`src/fsbp_pkg.sv`:
```
// fsbp_pkg: constants for the host-side controller of a shared flash/sram bus
// assumes a 100 MHz host clock and a pin-level asynchronous memory outside
// What this block does
// - low address shared, upper address flash only
// - after reset, reselect before trusting data
// - sram write by selects, write strobe low
// - never select flash and sram together
// - keep other memory floating during reads
package fsbp_pkg;
  localparam int FSBP_ADDR_W = 21;
  localparam int FSBP_SHARED_W = 18;
  localparam int FSBP_DATA_W = 16;
  localparam int FSBP_CLK_PS = 10000;
  // access and strobe times, ns, plain defaults
  localparam int FSBP_T_ACC_NS = 70;
  localparam int FSBP_T_SETUP_NS = 20;
  localparam int FSBP_T_STROBE_NS = 50;
  localparam int FSBP_T_RECOV_NS = 20;
  localparam int FSBP_T_RST_NS = 100;
  // least times round up
  localparam int FSBP_ACC_CYC = (FSBP_T_ACC_NS * 1000 + FSBP_CLK_PS - 1) / FSBP_CLK_PS;
  localparam int FSBP_SETUP_CYC = (FSBP_T_SETUP_NS * 1000 + FSBP_CLK_PS - 1) / FSBP_CLK_PS;
  localparam int FSBP_STROBE_CYC = (FSBP_T_STROBE_NS * 1000 + FSBP_CLK_PS - 1) / FSBP_CLK_PS;
  localparam int FSBP_RECOV_CYC = (FSBP_T_RECOV_NS * 1000 + FSBP_CLK_PS - 1) / FSBP_CLK_PS;
  localparam int FSBP_RST_CYC = (FSBP_T_RST_NS * 1000 + FSBP_CLK_PS - 1) / FSBP_CLK_PS;
  localparam int FSBP_CNT_W = 8;
  typedef enum logic [1:0] {FSBP_OP_FREAD, FSBP_OP_FWRITE, FSBP_OP_SREAD, FSBP_OP_SWRITE}
    fsbp_op_type;
endpackage : fsbp_pkg

```
`src/fsbp_host.sv`:
```
// fsbp_host: host controller driving the flash/sram shared bus pins
// assumes one request at a time, memory timings held in the package
`timescale 1ns/10ps
`default_nettype none
module fsbp_host
  import fsbp_pkg::*;
(
  // clock and reset
  input wire logic mclk_i,
  input wire logic rstn_i,
  // user request
  input wire logic req_valid_i,
  output logic req_ready_o,
  input wire fsbp_op_type req_op_i,
  input wire logic [FSBP_ADDR_W-1:0] req_addr_i,
  input wire logic [FSBP_DATA_W-1:0] req_wdata_i,
  input wire logic [1:0] req_lane_i,
  input wire logic flash_reset_req_i,
  input wire logic lock_guard_i,
  // user answer
  output logic rsp_valid_o,
  output logic [FSBP_DATA_W-1:0] rsp_rdata_o,
  // memory pins
  output logic [FSBP_ADDR_W-1:0] addr_o,
  input wire logic [FSBP_DATA_W-1:0] dq_i,
  output logic [FSBP_DATA_W-1:0] dq_o,
  output logic dq_oe_o,
  output logic flash_chip_select_o,
  output logic flash_read_gate_o,
  output logic flash_write_strobe_o,
  output logic flash_reset_n_o,
  output logic flash_lock_guard_o,
  output logic sram_select_low_o,
  output logic sram_select_high_o,
  output logic sram_write_strobe_o,
  output logic sram_read_gate_o,
  output logic sram_upper_lane_o,
  output logic sram_lower_lane_o
);
  ////////////////////////////////////////////////////////////////////
  typedef enum logic [2:0] {FSBP_S_RESET, FSBP_S_IDLE, FSBP_S_SETUP, FSBP_S_STROBE,
    FSBP_S_RECOV} fsbp_state_type;
  fsbp_state_type state_reg, state_next;
  fsbp_op_type op_reg;
  logic [FSBP_ADDR_W-1:0] addr_reg;
  logic [FSBP_DATA_W-1:0] wdata_reg, rdata_reg;
  logic [1:0] lane_reg;
  logic rsp_reg, guard_reg;
  logic t_load, t_done;
  logic [FSBP_CNT_W-1:0] t_count;
  logic booted_reg;
  fsbp_op_type op_next;
  logic [1:0] lane_next;
  logic flash_chip_select_reg, flash_read_gate_reg, flash_write_strobe_reg, flash_reset_n_reg;
  logic sram_select_low_reg, sram_select_high_reg, sram_write_strobe_reg, sram_read_gate_reg;
  logic sram_upper_lane_reg, sram_lower_lane_reg, dq_oe_reg;
  wire logic is_flash = (op_reg == FSBP_OP_FREAD) || (op_reg == FSBP_OP_FWRITE);
  wire logic is_write = (op_reg == FSBP_OP_FWRITE) || (op_reg == FSBP_OP_SWRITE);
  wire logic strobe = (state_reg == FSBP_S_STROBE);
  wire logic accept = (state_reg == FSBP_S_IDLE) && req_valid_i;
  wire logic take = accept && !flash_reset_req_i;
  ////////////////////////////////////////////////////////////////////
  // pin decode; flash and sram selects are exclusive by op
  // decoded from next state so every control pin leaves a flop: no glitch on a strobe
  assign op_next = take ? req_op_i : op_reg;
  assign lane_next = take ? req_lane_i : lane_reg;
  wire logic nx_flash = (op_next == FSBP_OP_FREAD) || (op_next == FSBP_OP_FWRITE);
  wire logic nx_write = (op_next == FSBP_OP_FWRITE) || (op_next == FSBP_OP_SWRITE);
  wire logic nx_bus = (state_next == FSBP_S_SETUP) || (state_next == FSBP_S_STROBE);
  wire logic nx_strobe = (state_next == FSBP_S_STROBE);
  wire logic nx_recov = (state_next == FSBP_S_RECOV);
  wire logic nx_sram = nx_bus && !nx_flash;
  assign addr_o = is_flash ? addr_reg
    : {3'b000, addr_reg[FSBP_SHARED_W-1:0]};
  wire logic flash_reset_n_next = (state_next != FSBP_S_RESET);
  wire logic flash_chip_select_next = ~(nx_bus && nx_flash);
  // the chip select falls on every flash access, so data after a flash reset is valid
  wire logic flash_write_strobe_next = ~(nx_strobe && nx_flash && nx_write);
  wire logic flash_read_gate_next = ~(nx_bus && nx_flash && !nx_write);
  wire logic sram_select_low_next = ~nx_sram;
  wire logic sram_select_high_next = nx_sram;
  wire logic sram_write_strobe_next = ~(nx_strobe && !nx_flash && nx_write);
  wire logic sram_read_gate_next = ~(nx_sram && !nx_write);
  wire logic sram_upper_lane_next = ~(nx_sram && lane_next[1]);
  wire logic sram_lower_lane_next = ~(nx_sram && lane_next[0]);
  // drive held through recovery, two cycles past strobe rise, so latched data is stable
  wire logic dq_oe_next = nx_write && (nx_bus || nx_recov);
  assign flash_reset_n_o = flash_reset_n_reg;
  assign flash_chip_select_o = flash_chip_select_reg;
  assign flash_write_strobe_o = flash_write_strobe_reg;
  assign flash_read_gate_o = flash_read_gate_reg;
  assign flash_lock_guard_o = guard_reg;
  assign sram_select_low_o = sram_select_low_reg;
  assign sram_select_high_o = sram_select_high_reg;
  assign sram_write_strobe_o = sram_write_strobe_reg;
  assign sram_read_gate_o = sram_read_gate_reg;
  assign sram_upper_lane_o = sram_upper_lane_reg;
  assign sram_lower_lane_o = sram_lower_lane_reg;
  assign dq_o = wdata_reg;
  assign dq_oe_o = dq_oe_reg;
  assign req_ready_o = (state_reg == FSBP_S_IDLE);
  assign rsp_valid_o = rsp_reg;
  assign rsp_rdata_o = rdata_reg;
  ////////////////////////////////////////////////////////////////////
  // program supply lockout is sensed by the flash itself; host only sequences
  always_comb
  begin
    state_next = state_reg;
    t_load = 1'b0;
    t_count = 8'h00;
    unique case (state_reg)
      FSBP_S_RESET:
        // first cycle after power-up loads the timer, so no reset request is needed
        if (flash_reset_req_i || !booted_reg)
        begin
          t_load = 1'b1;
          t_count = FSBP_CNT_W'(FSBP_RST_CYC);
        end
        else if (t_done)
        begin
          state_next = FSBP_S_IDLE;
        end
      FSBP_S_IDLE:
        if (flash_reset_req_i)
        begin
          state_next = FSBP_S_RESET;
          t_load = 1'b1;
          t_count = FSBP_CNT_W'(FSBP_RST_CYC);
        end
        else if (req_valid_i)
        begin
          state_next = FSBP_S_SETUP;
          t_load = 1'b1;
          t_count = FSBP_CNT_W'(FSBP_SETUP_CYC);
        end
      FSBP_S_SETUP:
        if (t_done)
        begin
          state_next = FSBP_S_STROBE;
          t_load = 1'b1;
          t_count = FSBP_CNT_W'(is_write ? FSBP_STROBE_CYC : FSBP_ACC_CYC);
        end
      FSBP_S_STROBE:
        if (t_done)
        begin
          state_next = FSBP_S_RECOV;
          t_load = 1'b1;
          t_count = FSBP_CNT_W'(FSBP_RECOV_CYC);
        end
      FSBP_S_RECOV:
        if (t_done)
        begin
          state_next = FSBP_S_IDLE;
        end
    endcase
  end
  fsbp_timer u_timer
  (
    .mclk_i(mclk_i),
    .rstn_i(rstn_i),
    .load_i(t_load),
    .count_i(t_count),
    .done_o(t_done)
  );
  ////////////////////////////////////////////////////////////////////
  // reset starts in flash reset so blocks come up locked
  always_ff @(posedge mclk_i or negedge rstn_i)
  begin
    if (!rstn_i)
    begin
      state_reg <= FSBP_S_RESET;
      guard_reg <= 1'b0;
      booted_reg <= 1'b0;
    end
    else
    begin
      state_reg <= state_next;
      guard_reg <= lock_guard_i;
      booted_reg <= 1'b1;
    end
  end
  // pins come up idle with the flash held in reset
  always_ff @(posedge mclk_i or negedge rstn_i)
  begin
    if (!rstn_i)
    begin
      flash_chip_select_reg <= 1'b1;
      flash_read_gate_reg <= 1'b1;
      flash_write_strobe_reg <= 1'b1;
      flash_reset_n_reg <= 1'b0;
      sram_select_low_reg <= 1'b1;
      sram_select_high_reg <= 1'b0;
      sram_write_strobe_reg <= 1'b1;
      sram_read_gate_reg <= 1'b1;
      sram_upper_lane_reg <= 1'b1;
      sram_lower_lane_reg <= 1'b1;
      dq_oe_reg <= 1'b0;
    end
    else
    begin
      flash_chip_select_reg <= flash_chip_select_next;
      flash_read_gate_reg <= flash_read_gate_next;
      flash_write_strobe_reg <= flash_write_strobe_next;
      flash_reset_n_reg <= flash_reset_n_next;
      sram_select_low_reg <= sram_select_low_next;
      sram_select_high_reg <= sram_select_high_next;
      sram_write_strobe_reg <= sram_write_strobe_next;
      sram_read_gate_reg <= sram_read_gate_next;
      sram_upper_lane_reg <= sram_upper_lane_next;
      sram_lower_lane_reg <= sram_lower_lane_next;
      dq_oe_reg <= dq_oe_next;
    end
  end
  always_ff @(posedge mclk_i or negedge rstn_i)
  begin
    if (!rstn_i)
    begin
      op_reg <= FSBP_OP_FREAD;
      addr_reg <= 21'h00_0000;
      wdata_reg <= 16'h0000;
      lane_reg <= 2'b00;
    end
    else if (take)
    begin
      op_reg <= req_op_i;
      addr_reg <= req_addr_i;
      wdata_reg <= req_wdata_i;
      lane_reg <= req_lane_i;
    end
  end
  always_ff @(posedge mclk_i or negedge rstn_i)
  begin
    if (!rstn_i)
    begin
      rsp_reg <= 1'b0;
      rdata_reg <= 16'h0000;
    end
    else
    begin
      rsp_reg <= strobe && t_done;
      if (strobe && t_done && !is_write)
      begin
        rdata_reg <= dq_i;
      end
    end
  end
endmodule : fsbp_host
`default_nettype wire

```
`src/fsbp_timer.sv`:
```
// fsbp_timer: loadable down counter giving a one-cycle done pulse
// assumes load and count come from the same clock domain
`timescale 1ns/10ps
`default_nettype none
module fsbp_timer
  import fsbp_pkg::*;
(
  // clock and reset
  input wire logic mclk_i,
  input wire logic rstn_i,
  // control
  input wire logic load_i,
  input wire logic [FSBP_CNT_W-1:0] count_i,
  output logic done_o
);
  logic [FSBP_CNT_W-1:0] cnt_reg;
  logic run_reg;
  assign done_o = run_reg && (cnt_reg == 8'h01);
  always_ff @(posedge mclk_i or negedge rstn_i)
  begin
    if (!rstn_i)
    begin
      cnt_reg <= 8'h00;
      run_reg <= 1'b0;
    end
    else if (load_i)
    begin
      cnt_reg <= count_i;
      run_reg <= 1'b1;
    end
    else if (run_reg)
    begin
      cnt_reg <= cnt_reg - 8'h01;
      run_reg <= (cnt_reg != 8'h01);
    end
  end
endmodule : fsbp_timer
`default_nettype wire
```
`config.mk`:
```
export PLATFORM = sky130hd
export DESIGN_NAME = fsbp_host
export DESIGN_NICKNAME = d
export VERILOG_FILES = /design/src/fsbp_pkg.sv /design/src/fsbp_host.sv /design/src/fsbp_timer.sv
export SDC_FILE = /design/constraint.sdc
export NUM_CORES = 1
export LEC_CHECK = 0
export BUFFER_PORTS_ARGS = -buffer_cell sky130_fd_sc_hd__buf_2
export CORE_ASPECT_RATIO = 1.5
export CORE_MARGIN = 10
export CORE_UTILIZATION = 49
export CTS_CLUSTER_DIAMETER = 80
export DETAILED_ROUTE_END_ITERATION = 7
export GPL_TIMING_DRIVEN = 0
export PLACE_DENSITY = 0.78
export SETUP_SLACK_MARGIN = 0.05
export SYNTH_ARGS = -nofsm -noshare
export SYNTH_HDL_FRONTEND = slang
export SYNTH_SLANG_ARGS = --single-unit
```
`constraint.sdc`:
```
create_clock -name mclk_i -period 2.9 [get_ports mclk_i]
set_input_delay 0.145 -clock mclk_i [delete_from_list [all_inputs] [get_ports mclk_i]]
set_output_delay 0.145 -clock mclk_i [all_outputs]
set_load 0.02 [all_outputs]
```
== Yosys cells after proc, flatten, opt, wreduce, memory -nomap -nowiden ==
Index checks and enable logic that the tools add are counted.
Word-level totals
  register bits: 83
  bits of input ports: 62
  output and inout bits: 67
  logic and storage cells: 104
Operators by class
  add/subtract/negate cells: 1
  eq/ne operators: 13
  muxes and demuxes: 26
  bitwise operators: 8
  reduce and logical (&&, ||, !) cells: 34
Operator list (count)
  2-to-1 mux 21 bit: 1
  2-to-1 mux 3 bit: 7
  logical AND 1 bit: 16
  2-to-1 mux 8 bit: 2
  case mux 4 bit (4 select lines): 1
  case mux 3 bit (5 select lines): 1
  equality test 3 x 2 -> 1 bit (second input constant): 4
  2-to-1 mux 2 bit: 5
  equality test 8 x 1 -> 1 bit (second input constant): 1
  2-to-1 mux 4 bit: 2
  != test 8 x 1 -> 1 bit (second input constant): 1
  NOT 1 bit: 8
  subtractor 8 x 1 -> 8 bit (second input constant): 1
  logical OR 1 bit: 7
  equality test 3 bit (second input constant): 2
  2-to-1 mux 1 bit: 6
  zero test 1 bit: 5
  equality test 2 x 1 -> 1 bit (second input constant): 2
  equality test 2 bit (second input constant): 2
  zero test 2 bit: 2
  equality test 3 x 1 -> 1 bit (second input constant): 1
  zero test 3 bit: 1
  case mux 1 bit (3 select lines): 1
  nonzero test 3 bit: 1
  other kinds (2): 2

== Longest topological paths before layout ==
  word-level depth: 10
  mapped depth: 8
  mapped depth without buffers: 6

== Hierarchy ==
A second synthesis with hierarchy kept.
Unflattened totals
  cell total of the unflattened synthesis: 266
  area total of the unflattened synthesis: 3569.7 um2
By module, submodules not included
  fsbp_host: instances 1, cells an instance 211, area each 3059.2 um2, sequential area each 1861.8 um2
  fsbp_timer: instances 1, cells an instance 55, area each 510.5 um2, sequential area each 225.2 um2

== Least setup slack after synthesis ==
Ideal clock, no wire load.
  path type: reg2reg
  from: register state_reg[2]
  to: register addr_reg[10]
  library setup time: 0.125 ns
  arrival time: 2.084 ns
  data required time: 2.775 ns
  path slack: 0.692 ns
  stages on the path, launching flop included: 6
  buffers on the path: 2
  period minus slack after synthesis: 2.208 ns
  path through: dfrtp_1 > clkbuf_1 > nor3b_1 > nand2_1 > buf_1 > mux2_2
On the way
  word-level cells in the longest chain between the ends: 3
RTL lines
  from (decl): RTL line fsbp_host.sv:43  | fsbp_state_type state_reg, state_next;
  from (signal assigned): RTL line fsbp_host.sv:177  | state_reg <= state_next;
  equality test 3 x 1 -> 1 bit
  named net req_ready_o: RTL line fsbp_host.sv:13  | output logic req_ready_o,
  logical AND 1 bit: RTL line fsbp_host.sv:60  | wire logic accept = (state_reg == FSBP_S_IDLE) && req_valid_i;
  logical AND 1 bit: RTL line fsbp_host.sv:61  | wire logic take = accept && !flash_reset_req_i;
  to (signal assigned): RTL line fsbp_host.sv:226  | addr_reg <= req_addr_i;
  to (decl): RTL line fsbp_host.sv:45  | logic [FSBP_ADDR_W-1:0] addr_reg;
The timed path passes the listed nets, and every way through them passes these cells.
A chain may end at the register's enable or synchronous reset.

== Final worst setup path ==
  from: register u_timer.cnt_reg[1]
  to: register rdata_reg[6] (netlist: rsp_rdata_o[6])
On the way
  word-level cells in the longest chain between the ends: 4
RTL lines
  from (decl): RTL line fsbp_timer.sv:16  | logic [FSBP_CNT_W-1:0] cnt_reg;
  from (signal assigned): RTL line fsbp_timer.sv:28  | cnt_reg <= count_i;
  from (signal assigned): RTL line fsbp_timer.sv:33  | cnt_reg <= cnt_reg - 8'h01;
  equality test 8 x 1 -> 1 bit: RTL line fsbp_timer.sv:18  | assign done_o = run_reg && (cnt_reg == 8'h01);
  logical AND 1 bit: RTL line fsbp_timer.sv:18
  logical AND 1 bit (2 in series): RTL line fsbp_host.sv:241  | if (strobe && t_done && !is_write)
  to (signal assigned): RTL line fsbp_host.sv:243  | rdata_reg <= dq_i;
  to (decl): RTL line fsbp_host.sv:46  | logic [FSBP_DATA_W-1:0] wdata_reg, rdata_reg;
Every way passes these cells.

==> results.md <==
- Largest register FFs: 21
- Die span in x: 90.0 microns
- First-pass GRT wire length: 13.4 mm
- Post-Syn Nets: 332
- Clk slew on worst S/H paths: 0.08 ns
- FF+latch count, synth: 83
- Status: finished, final reports clean
- WL/cell: 15.7 microns
- Routed WL: 8.09 mm
- CTS tree: yes
- Clk buf depth: 2
- Critical path arrival: 2.60 ns
- Crit share post-route: 0.817
- Hold Slack: 0.0271 ns
- Vias per Instance: 4.93
- H-tree depth: 3
- Buffers on Ports: 128
- Commonest non-fill, non-tap cell in the layout: buf_2
- Crit path launch type: flip-flop
- Number of buffers added for setup after CTS: 0
- Post-route ant nets: 0
- Most frequent cells in the layout: 130 x buf_2, 75 x dfrtp_1, 45 x mux2_2, 19 x buf_4, 11 x nand2_1
- Routed vias: 2537
- Residual DRC: 0
- Hold Buf Count CTS: 2
- Synth Warn #: 0
- Post-route insts no fill: 515
- First-pass DRT Iterations: 4
- RSZ-0062 raised after global routing: false
- Total power: 2.11 mW
- Post-CTS sizing: 0
- Crit path kind: flip-flop to flip-flop
- CTS sink count: 83
- Critical Path End Type: flip-flop
- Synth Area in XOR/XNOR: 0.00729
- Tot GR Track Use: 0.145
- Synth Area in Adders: 0.00695
- CTS root buffer: clkbuf_8
- Fin. Hold Viols: 0
- Nets@finish: 474
- Worst Hold Class: primary input to flip-flop
- Setup violations, final: 0
- Post-Synthesis Cell Area: 3600 sq um
- Initial drt markers: 103
- Setup TNS: 0 ns
- Static Leak: 2.51 nW
- Worst slack, placed: 0.548 ns
- Compound-Gate Fraction of Synth Area: 0.0601
- Fmax: 422 MHz
- Number of top-level pins: 129
- Vias in the first global route: 2610
- Inst Count DP: 497
- Syn Inst Count: 268
- Layout area overhead: 28.0%
- Worst slew pin tran: 0.603 ns
- Final WS setup: 0.531 ns
- Largest family of logic cells by synthesized area: multiplexers
- Detailed placer's ending HPWL: 6.44 mm
- Ant. Diodes: 0
- WP data required: 3.13 ns
- Synth async-reset ratio: 1.00
- CTS buffer count: 9
- Primary FF master, synth: dfrtp_1
- Post-synth EDFFs: 0
- Initial antenna violation count: 0
- Post-layout min period: 2.37 ns
- Share of cells above drive strength 1: 0.566
- Pwr dens: 457 nW/um^2
- Post-Synth Simple-Gate Area: 0.0931
- Sequential fraction of the synthesis area: 0.579
- Fin Clk Skew: 0.00496 ns
- Max Cap Viol: 0
- Crit Path Max Fanout: 10
- CORE AREA: 7180 sq um
- Placer Congestion: 0.852
- Syn_area_per_cell: 13.4 sq um
- Site row count: 38
- Die area: 11300 sq um
- Initial core utilization: 0.502
- Largest net degree at the start of global routing: 69
- Total congestion overflow: 0
- VDD IR-drop max: 0.000415 V
- Slew headroom: 0.597
- Slew Limit Fails: 0
- Post-synth cell types: 55
- Die Ht: 125 microns
- Clk Latency, worst-skew pair: 0.34 ns
- Mux cell area share after synthesis: 0.185
-- power by group --
part	internal (mW)	switching, mW	total [mW]	leakage (nW)
registers	1.17	0.00623	1.18	1.07
logic	0.0578	0.0608	0.119	1.34
clock network	0.417	0.396	0.814	0.0991
-- cell usage after synthesis, types with 2 or more instances --
cell type | instances | area share
nand2b_1 | 3 | 0.0052
and2_1 | 2 | 0.0035
buf_4 | 18 | 0.038
o21ai_1 | 2 | 0.0028
or4b_1 | 3 | 0.0083
a211oi_1 | 3 | 0.0063
clkbuf_1 | 3 | 0.0031
buf_2 | 3 | 0.0042
a2bb2oi_1 | 2 | 0.0049
ha_1 | 2 | 0.0069
nand2_1 | 11 | 0.011
dfstp_2 | 8 | 0.058
mux2_4 | 10 | 0.042
a31oi_1 | 3 | 0.0052
xor2_1 | 2 | 0.0049
o31ai_1 | 2 | 0.0042
inv_1 | 10 | 0.010
nand3_1 | 8 | 0.011
nor2_1 | 8 | 0.0083
nor2b_1 | 7 | 0.012
o21ai_0 | 3 | 0.0042
nor3_1 | 2 | 0.0028
dfrtp_1 | 75 | 0.52
buf_1 | 3 | 0.0031
mux2_2 | 45 | 0.14
-- per-layer routing --
layer  vias up  track usage  wire, microns
met2        68        0.260           4420
met3        10       0.0413            442
met5         -            0              0
met4         0       0.0611            150
li1       1205            -              -
met1      1254        0.155           3070
-- stage by stage --
step                      cell area [sq um]   util
after global placement                 4370  0.608
after global routing                   4610  0.642
after floorplan                        3600      -
final                                  4610  0.642
after CTS                              4610  0.642
after detailed placement               4400  0.613
-- worst paths after layout --
path / slack, ns / start / to / cells past startpoint
min in group asynchronous: 0.20 / rstn_i / dq_o[5] / 2
max in group asynchronous: 2.07 / rstn_i / sram_select_low_o / 3
max: 0.53 / u_timer.cnt_reg[1] / rsp_rdata_o[6] / 8
min reg2reg: 0.50 / addr_reg[19] / addr_reg[19] / 1
min: 0.03 / req_addr_i[7] / addr_reg[7] / 2
max reg2reg: 0.53 / u_timer.cnt_reg[1] / rsp_rdata_o[6] / 8
-- critical path, cell delays in order (launching register included) --
cell and delay (ns):
dfrtp_1 0.41, inv_1 0.08, ha_1 0.16, nor4b_2 0.51
nand2_4 0.11, or3_1 0.39, buf_6 0.15, buf_12 0.15
mux2_4 0.29
-- area by class of cell --
class	instances	area [sq um]
buffer	29	204
clock buffer	11	141
clock inverter	5	52.6
fill	566	2570
inverter	10	37.5
multi-input combinational	146	1270
sequential	83	2090
tap	100	125
timing repair buffer	131	691
-- logic make-up (layout without fill, tap and decap cells) --
logic type                 count (synthesis)  after routing
buffers and inverters                     39            186
adders and majority gates                  2              2
muxes                                     56             56
and+or+nand+nor                           55             55
xor gates and xnor gates                   3              3
other                                      1              1
AOI/OAI and AO/OA                         29             29
DFF                                       83             83
Power figures use the tool's default switching activity.
